===== src/logic/pst_pkg.sv =====
// Constants, register map and state type for the panel scan timing block.
// Assumes a single 40 MHz clock and an AHB-Lite register port with 32-bit data.
package pst_pkg;

  // Register byte offsets
  localparam logic [7:0] PST_CTRL_OFS = 8'h00;
  localparam logic [7:0] PST_TIMING_OFS = 8'h04;
  localparam logic [7:0] PST_LINES_OFS = 8'h08;
  localparam logic [7:0] PST_CMD_OFS = 8'h0C;
  localparam logic [7:0] PST_STATUS_OFS = 8'h10;

  // Control field positions
  localparam int PST_CTRL_TEAR_ON_BIT = 0;
  localparam int PST_CTRL_TEAR_MODE_BIT = 1;
  localparam int PST_CTRL_INTERLACE_BIT = 2;
  localparam int PST_CTRL_DIRECTION_BIT = 3;
  localparam int PST_CTRL_DIV_LSB = 4;

  // Host command opcodes
  localparam logic [7:0] PST_CMD_TEAR_OFF = 8'h34;
  localparam logic [7:0] PST_CMD_TEAR_ON = 8'h35;
  localparam logic [7:0] PST_CMD_TEAR_LINE = 8'h44;

  // Values after reset
  localparam logic [7:0] PST_CPL_RST = 8'h78;
  localparam logic [7:0] PST_FP_RST = 8'h08;
  localparam logic [7:0] PST_BP_RST = 8'h08;
  localparam logic [8:0] PST_NL_RST = 9'h140;
  localparam logic [5:0] PST_INV_RST = 6'h00;
  localparam logic [1:0] PST_DIV_RST = 2'h0;
  localparam logic [8:0] PST_TEL_RST = 9'h000;

  // Operation clocks at the end of each line flagged as horizontal blanking
  localparam logic [7:0] PST_HBLANK_CLKS = 8'h08;

  // Bus data-phase tracking
  typedef enum logic [0:0] {
    PST_BUS_IDLE = 1'b0,
    PST_BUS_DATA = 1'b1
  } pst_bus_e;

endpackage


===== src/logic/pst_top.sv =====
// Panel scan timing generator with tear output and AHB-Lite registers.
// Assumes one 40 MHz clock, a single bus master and synchronous inputs.
`timescale 1ns/1ps
`default_nettype none
// What this block does
// - Command 35h enables tear, 34h disables
// - Disabled tear low; param bit0 picks mode
// - Command 44h sets tear line; pulse there
// - Progressive scan forward or reverse by direction
// - Interlace: odd then even, or reverse
// - Polarity inverts every field plus one lines
// - Frame period from clocks, divider, lines
// - Eight-bit clocks per line sets period
// - Display lines plus porches form frame
module pst_top
  import pst_pkg::*;
(
  input wire logic hclk,
  input wire logic hresetn,
  input wire logic clk_en,
  input wire logic hsel,
  input wire logic [31:0] haddr,
  input wire logic [1:0] htrans,
  input wire logic hwrite,
  input wire logic [2:0] hsize,
  input wire logic [31:0] hwdata,
  input wire logic hready,
  output logic hreadyout,
  output logic hresp,
  output logic [31:0] hrdata,
  output logic tear_out,
  output logic [8:0] gate_line,
  output logic gate_active,
  output logic drive_polarity,
  output logic frame_start
);

  // All state of the block except the divider count
  typedef struct packed {
    pst_bus_e bus;
    logic ap_write;
    logic [7:0] ap_addr;
    logic [31:0] rdata;
    logic tear_output_on;
    logic tear_mode_select;
    logic [8:0] tear_line_select;
    logic interlace_scan_select;
    logic gate_scan_direction;
    logic [1:0] div_sel;
    logic [7:0] clocks_per_line;
    logic [7:0] front_porch_lines;
    logic [7:0] back_porch_lines;
    logic [8:0] display_line_count;
    logic [5:0] inversion_line_count;
    logic [7:0] clk_cnt;
    logic [9:0] line_cnt;
    logic [5:0] inv_cnt;
    logic line_pol;
    logic frame_pol;
    logic te;
    logic [8:0] gate;
    logic gate_on;
    logic fstart;
  } pst_state_s;

  pst_state_s s;
  pst_state_s next_s;
  logic tick; // Divided operation clock enable
  logic [9:0] total_lines; // Display plus porch lines
  logic [7:0] cpl_last; // Last clock index in a line

  // Gate line for display index, per scan order
  function automatic logic [8:0] gate_map(input logic [9:0] idx, input logic [8:0] nl,
                                          input logic sm, input logic gs);
    logic [8:0] i;
    logic [8:0] half;
    i = idx[8:0];
    half = {1'b0, nl[8:1]};
    if (!sm) begin
      gate_map = gs ? (nl - i) : (i + 9'h001);
    end else if (!gs) begin
      gate_map = (i < half) ? {i[7:0], 1'b1} : {i[7:0] - half[7:0], 1'b0} + 9'h002;
    end else begin
      gate_map = (i < half) ? (nl - {i[7:0], 1'b0}) : (nl - 9'h001 - {i[7:0] - half[7:0], 1'b0});
    end
  endfunction

  // Register read multiplexer
  function automatic logic [31:0] read_mux(input logic [7:0] addr, input pst_state_s st);
    read_mux = 32'h0000_0000;
    case (addr)
      PST_CTRL_OFS: begin
        read_mux[PST_CTRL_TEAR_ON_BIT] = st.tear_output_on;
        read_mux[PST_CTRL_TEAR_MODE_BIT] = st.tear_mode_select;
        read_mux[PST_CTRL_INTERLACE_BIT] = st.interlace_scan_select;
        read_mux[PST_CTRL_DIRECTION_BIT] = st.gate_scan_direction;
        read_mux[PST_CTRL_DIV_LSB +: 2] = st.div_sel;
      end
      PST_TIMING_OFS: begin
        read_mux[23:0] = {st.back_porch_lines, st.front_porch_lines, st.clocks_per_line};
      end
      PST_LINES_OFS: begin
        read_mux[8:0] = st.display_line_count;
        read_mux[21:16] = st.inversion_line_count;
      end
      PST_CMD_OFS: begin
        read_mux[24:16] = st.tear_line_select;
      end
      PST_STATUS_OFS: begin
        read_mux[9:0] = st.line_cnt;
        read_mux[24:16] = st.gate;
        read_mux[25] = st.frame_pol;
        read_mux[26] = st.line_pol;
        read_mux[27] = st.te;
      end
      default: begin
        read_mux = 32'h0000_0000;
      end
    endcase
  endfunction

  // Operation clock divider
  pst_clk_div u_div (
    .hclk(hclk),
    .hresetn(hresetn),
    .clk_en(clk_en),
    .div_sel(s.div_sel),
    .tick(tick)
  );

  // Frame length and line length
  assign total_lines = 10'(s.display_line_count) + 10'(s.front_porch_lines)
                     + 10'(s.back_porch_lines);
  assign cpl_last = (s.clocks_per_line == 8'h00) ? 8'h00 : s.clocks_per_line - 8'h01;

  // Bus answers: stalls only while the block is frozen
  assign hreadyout = clk_en;
  assign hresp = 1'b0;
  assign hrdata = s.rdata;
  assign tear_out = s.te;
  assign gate_line = s.gate;
  assign gate_active = s.gate_on;
  assign drive_polarity = s.frame_pol ^ s.line_pol;
  assign frame_start = s.fstart;

  // Next state of bus, registers and scan
  always_comb begin
    next_s = s;
    next_s.fstart = 1'b0;
    // Data phase: perform register write
    if (s.bus == PST_BUS_DATA && s.ap_write) begin
      case (s.ap_addr)
        PST_CTRL_OFS: begin
          next_s.interlace_scan_select = hwdata[PST_CTRL_INTERLACE_BIT];
          next_s.gate_scan_direction = hwdata[PST_CTRL_DIRECTION_BIT];
          next_s.div_sel = hwdata[PST_CTRL_DIV_LSB +: 2];
        end
        PST_TIMING_OFS: begin
          next_s.clocks_per_line = hwdata[7:0];
          next_s.front_porch_lines = hwdata[15:8];
          next_s.back_porch_lines = hwdata[23:16];
        end
        PST_LINES_OFS: begin
          next_s.display_line_count = hwdata[8:0];
          next_s.inversion_line_count = hwdata[21:16];
        end
        PST_CMD_OFS: begin
          // Command opcode in low byte, parameters above
          case (hwdata[7:0])
            PST_CMD_TEAR_ON: begin
              next_s.tear_output_on = 1'b1;
              next_s.tear_mode_select = hwdata[8];
            end
            PST_CMD_TEAR_OFF: begin
              next_s.tear_output_on = 1'b0;
            end
            PST_CMD_TEAR_LINE: begin
              next_s.tear_line_select = hwdata[24:16];
            end
            default: begin
              next_s.tear_output_on = s.tear_output_on;
            end
          endcase
        end
        default: begin
          next_s.ap_write = s.ap_write;
        end
      endcase
    end
    // Address phase capture
    if (hsel && hready && htrans[1]) begin
      next_s.bus = PST_BUS_DATA;
      next_s.ap_write = hwrite;
      next_s.ap_addr = haddr[7:0];
      if (!hwrite) begin
        next_s.rdata = read_mux(haddr[7:0], s);
      end
    end else begin
      next_s.bus = PST_BUS_IDLE;
    end
    // Scan timing on each operation clock
    if (tick) begin
      if (s.clk_cnt >= cpl_last) begin
        next_s.clk_cnt = 8'h00;
        if (s.line_cnt >= total_lines - 10'h001) begin
          next_s.line_cnt = 10'h000;
          next_s.frame_pol = ~s.frame_pol;
          next_s.inv_cnt = 6'h00;
          next_s.line_pol = 1'b0;
          next_s.fstart = 1'b1;
        end else begin
          next_s.line_cnt = s.line_cnt + 10'h001;
          if (s.inv_cnt >= s.inversion_line_count) begin
            next_s.inv_cnt = 6'h00;
            next_s.line_pol = ~s.line_pol;
          end else begin
            next_s.inv_cnt = s.inv_cnt + 6'h01;
          end
        end
      end else begin
        next_s.clk_cnt = s.clk_cnt + 8'h01;
      end
    end
    // Gate line in display region only
    next_s.gate_on = (s.line_cnt < 10'(s.display_line_count));
    next_s.gate = next_s.gate_on ? gate_map(s.line_cnt, s.display_line_count,
                  s.interlace_scan_select, s.gate_scan_direction) : 9'h000;
    // Tear output
    if (!s.tear_output_on) begin
      next_s.te = 1'b0;
    end else if (!s.tear_mode_select) begin
      next_s.te = (s.line_cnt == 10'(s.tear_line_select));
    end else begin
      next_s.te = (s.line_cnt == 10'(s.tear_line_select))
               || ({1'b0, s.clk_cnt} + {1'b0, PST_HBLANK_CLKS} > {1'b0, cpl_last});
    end
  end

  // State register, frozen while clk_en is low
  always_ff @(posedge hclk or negedge hresetn) begin
    if (!hresetn) begin
      s <= '0;
      s.clocks_per_line <= PST_CPL_RST;
      s.front_porch_lines <= PST_FP_RST;
      s.back_porch_lines <= PST_BP_RST;
      s.display_line_count <= PST_NL_RST;
      s.inversion_line_count <= PST_INV_RST;
      s.div_sel <= PST_DIV_RST;
      s.tear_line_select <= PST_TEL_RST;
    end else if (clk_en) begin
      s <= next_s;
    end
  end

endmodule
`default_nettype wire


===== src/logic/pst_clk_div.sv =====
// Operation clock divider: one tick every 1, 2, 4 or 8 clocks.
// Assumes clk_en freezes its state like the rest of the block.
`timescale 1ns/1ps
`default_nettype none
module pst_clk_div
  import pst_pkg::*;
(
  input wire logic hclk,
  input wire logic hresetn,
  input wire logic clk_en,
  input wire logic [1:0] div_sel,
  output logic tick
);

  // Free running prescale count
  logic [2:0] cnt;
  logic [2:0] mask;

  // Mask of low count bits for the chosen ratio
  always_comb begin
    case (div_sel)
      2'h0: mask = 3'h0;
      2'h1: mask = 3'h1;
      2'h2: mask = 3'h3;
      default: mask = 3'h7;
    endcase
  end

  // Tick when masked count wraps
  assign tick = clk_en && ((cnt & mask) == 3'h0);

  // Prescale counter
  always_ff @(posedge hclk or negedge hresetn) begin
    if (!hresetn) begin
      cnt <= 3'h0;
    end else if (clk_en) begin
      cnt <= cnt + 3'h1;
    end
  end

endmodule
`default_nettype wire


===== config.mk =====
export PLATFORM = sky130hd
export DESIGN_NAME = pst_top
export DESIGN_NICKNAME = d
export VERILOG_FILES = /design/src/logic/pst_pkg.sv /design/src/logic/pst_top.sv /design/src/logic/pst_clk_div.sv
export SDC_FILE = /design/constraint.sdc
export NUM_CORES = 1
export LEC_CHECK = 0
export BUFFER_PORTS_ARGS = -buffer_cell sky130_fd_sc_hd__buf_2
export CAP_MARGIN = 20
export CORE_MARGIN = 3
export CORE_UTILIZATION = 46
export DETAILED_ROUTE_END_ITERATION = 8
export PLACE_DENSITY = 0.76
export SYNTH_ARGS = -nofsm -noshare
export SYNTH_HDL_FRONTEND = slang
export SYNTH_SLANG_ARGS = --single-unit

===== constraint.sdc =====
create_clock -name hclk -period 4.5 [get_ports hclk]
set_clock_uncertainty 0.05 [all_clocks]
set_input_delay 0.9 -clock hclk [delete_from_list [all_inputs] [get_ports hclk]]
set_output_delay 0.9 -clock hclk [all_outputs]
set_load 0.02 [all_outputs]

==> flow_summary_export.csv <==
group,metric,value,unit
status,status,"finished, final reports clean",
worst_setup_path,crit_path_end_kind,"register",
worst_setup_path,slowest_delay,0.52,ns
cells_and_area,fill_cells,1776,
sta,slew_violations,0,
cells_and_area,num-nets-final,1305,
grt,grt_antenna_before_repair,0,
clocking,clk_latency,0.42,ns
sta,setup_ws,0.166,ns
sta,relSlewSlack,0.387,
clocking,root_buffer,"clkbuf_16",
synthesis,synth_area,0.00982,mm^2
synthesis,synthFlopType,"dfrtp_1",
die,ios,122,
power_and_ir_drop,leakagePower,5.50,nW
clocking,htreeDepth,4,
worst_setup_path,crit_type,"reg -> reg",
job,drv_cap,0,
worst_setup_path,critPathBufInv,5,
worst_setup_path,rr_worst_depth,21,
clocking,clk_pin_slew,0.06,ns
worst_setup_path,crit_fanout,7,
synthesis,synth-seq-cells,133,
placement,place_hpwl,20600,um
worst_setup_path,required,4.75,ns
clocking,cts.sinks,133,
cells_and_area,fin_util,0.539,
die,row_count,52,
worst_setup_path,crit_family,"adder cells",
detailed_routing,wl_per_cell,19.7,um
grt,grt_first_pass_wirelength,43500,um
detailed_routing,drtIter0Drc,787,
sta,finalHoldViolCount,0,
cells_and_area,area_growth,13.1,%
sta,setup_violations,0,
placement,port_buffers,81,
grt,grt_usage,0.231,
cells_and_area,final_cells,1408,
sta,tightestPinTransition,0.915,ns
detailed_routing,avgViaCountPerCell,5.96,
placement,dp.cells,1372,
die,dieHeight,152,um
synthesis,seq_area_frac_synth,0.340,
detailed_routing,finalWirelength,27700,um
power_and_ir_drop,vdd_ir_drop_max,0.000303,V
sta,min_period,4.33,ns
detailed_routing,ant_nets,0,
synthesis,netlist_instances,1065,
synthesis,syn_avg_cell_area,9.22,um^2
worst_setup_path,cp.arrival,4.58,ns
synthesis,yosysWarnings,0,
cells_and_area,drive_gt1_frac,0.199,
clocking,clk_path_buf_depth,2,
die,core-area,0.0206,mm^2
clocking,tritoncts,"built",
sta,timing.fmax,231,MHz
die,start_util,0.476,
detailed_routing,first_pass_iters,6,
power_and_ir_drop,total_power,5.57,mW
detailed_routing,drcViolationCount,0,
grt,grt_max_degree,69,
die,die_w,152,um
worst_setup_path,crit_slowest_cell,"fa_1",
grt,grt_overflow_total,0,
sta,holdWs,0.382,ns
worst_setup_path,cp-start-kind,"register",
detailed_routing,vias,8392,
placement,place_ws,0.136,ns
worst_setup_path,path_cells,"inv_1 -> ha_1 -> inv_1 -> fa_1 -> ha_1 -> inv_1 -> fa_2 -> nor2b_2 -> o21ai_2 -> a21oi_2 -> o21ai_1 -> nand2b_1 -> xnor2_1 -> ha_1 -> a21o_1 -> a21o_1 -> a221oi_2 -> clkbuf_16 -> clkbuf_4 -> nor2_1 -> xor2_1",
power_and_ir_drop,p_per_area,501,mW/mm^2
cells_and_area,design_area,0.0111,mm^2
sta,finalCritPeriodShare,0.963,
placement,dpl_cell_area,0.0104,mm^2
worst_setup_path,cp.depth,21,
sta,fin_tns_setup,0,ns
placement,globalplace.congestion,0.925,
worst_hold_path,hp-class,"in -> async",
cells_and_area,antenna_cells,0,
synthesis,async_flop_share,1.00,
die,dieArea,0.0231,mm^2
grt,grt_pass1_vias,8130,
clocking,cts_buffers,17,
synthesis,ys_types,69,
synthesis,synth_edf_count,0,
[timing repair]
action                                  CTS  global route
setup buffers                             0             3
endpoints found under the setup margin    0            20
gates resized for setup                   0            16
hold buffers                              0             0
[area by class of cell]
cell class / count / area (um^2) / share of cell area
Multi-Input combinational cell: 759 / 5710 / 0.514
Sequential cell: 133 / 3340 / 0.301
Timing Repair Buffer: 117 / 744 / 0.0670
Clock buffer: 17 / 425 / 0.0383
Inverter: 97 / 364 / 0.0328
Tap cell: 270 / 338 / 0.0304
Clock inverter: 15 / 193 / 0.0173
[sequential cells by signal, indices dropped and copies added, names as in the netlist]
name,flops
u_div.cnt,3
gate_active,1
s,90
gate_line,9
hrdata,28
frame_start,1
tear_out,1
[cell usage after synthesis, types with 6 or more instances]
cell / n / share of area
nor2b_1: 10 / 0.0064
mux2_2: 38 / 0.044
clkbuf_1: 28 / 0.011
nand3_1: 29 / 0.015
mux2_4: 9 / 0.014
dfrtp_1: 125 / 0.32
xnor2_1: 29 / 0.026
nor3_1: 21 / 0.011
o21ai_0: 59 / 0.030
nand4_1: 12 / 0.0076
o22ai_1: 11 / 0.0070
nand2_1: 116 / 0.044
or4_1: 6 / 0.0046
xor2_1: 27 / 0.024
a31oi_1: 7 / 0.0045
buf_2: 7 / 0.0036
nor2_1: 53 / 0.020
inv_1: 96 / 0.037
mux2i_1: 8 / 0.0082
and3_1: 9 / 0.0057
fa_1: 11 / 0.022
nand2b_1: 13 / 0.0083
dfstp_2: 8 / 0.021
ha_1: 94 / 0.12
a21oi_1: 44 / 0.022
a211oi_1: 11 / 0.0084
a21o_1: 21 / 0.016
buf_4: 43 / 0.033
o21a_1: 10 / 0.0076
a222oi_1: 17 / 0.017
a22o_1: 14 / 0.012
[placed cells by master (no fill, tap or decap), drive strengths merged, types with 5 or more instances in the layout]
master and n:
o2bb2ai 5, nor2 54, a21o 21, a211oi 11, dfrtp 125, fa 11
o22ai 11, mux2i 8, nand2b 13, xor2 27, xnor2 29, a31oi 7
clkbuf 19, nand3 29, and3 9, nor2b 10, a221oi 5, nor3 21
buf 115, a22o 14, clkinv 5, or4 6, nand4 12, mux2 47
o21a 10, ha 94, nand2 116, o21ai 59, a222oi 17, conb 5
o31ai 5, inv 103, dfstp 8, a21oi 44, a2111oi 5
[where the power goes]
part,internal (mW),total (mW),switching (mW)
sequential,1.37,1.59,0.226
clock,0.888,1.48,0.596
combinational,1.02,2.49,1.47
total,3.27,5.57,2.30
[kinds of logic (layout without fill, tap and decap cells)]
| family | after synthesis | count (layout) | share of synthesized area |
|---|---|---|---|
| buffers and inverters | 177 | 246 | 0.0858 |
| other | 1 | 5 | 0.000382 |
| DFF | 133 | 133 | 0.340 |
| adders and majority gates | 105 | 105 | 0.142 |
| and+or+nand+nor | 294 | 294 | 0.143 |
| AOI/OAI and AO/OA | 242 | 242 | 0.169 |
| xor gates and xnor gates | 56 | 56 | 0.0500 |
| muxes | 57 | 57 | 0.0701 |
[worst paths after layout]
kind | from | end | slack [ns]
setup / recovery | s[54]$_DFFE_PN0P_ | s[12]$_DFFE_PN0P_ | 0.17
min in group hclk | hrdata[11]$_DFFE_PN0P_ | hrdata[11]$_DFFE_PN0P_ | 0.41
setup reg to reg | s[54]$_DFFE_PN0P_ | s[12]$_DFFE_PN0P_ | 0.17
max in group asynchronous | hresetn | s[64]$_DFFE_PN1P_ | 3.03
hold / removal | hresetn | gate_active$_DFFE_PN0P_ | 0.38
hold reg to reg | hrdata[11]$_DFFE_PN0P_ | hrdata[11]$_DFFE_PN0P_ | 0.41
[worst register-to-register path: stages (launching register included)]
cell and delay, ns:
dfrtp_1 0.38, inv_1 0.07, ha_1 0.27, inv_1 0.05, fa_1 0.52, ha_1 0.21, inv_1 0.07, fa_2 0.37
nor2b_2 0.16, o21ai_2 0.08, a21oi_2 0.15, o21ai_1 0.07, nand2b_1 0.13, xnor2_1 0.13, ha_1 0.26, a21o_1 0.16
a21o_1 0.18, a221oi_2 0.27, clkbuf_16 0.19, clkbuf_4 0.20, nor2_1 0.08, xor2_1 0.16
[routing by layer]
layer | GRT usage | wire (um) | share of wire
met1 | 0.317 | 11900 | 0.43
met2 | 0.374 | 13000 | 0.47
met3 | 0.0475 | 2260 | 0.081
met4 | 0.0659 | 630 | 0.023
met5 | 0 | 0 | 0
Note: power is estimated with default switching activity, not from simulation.
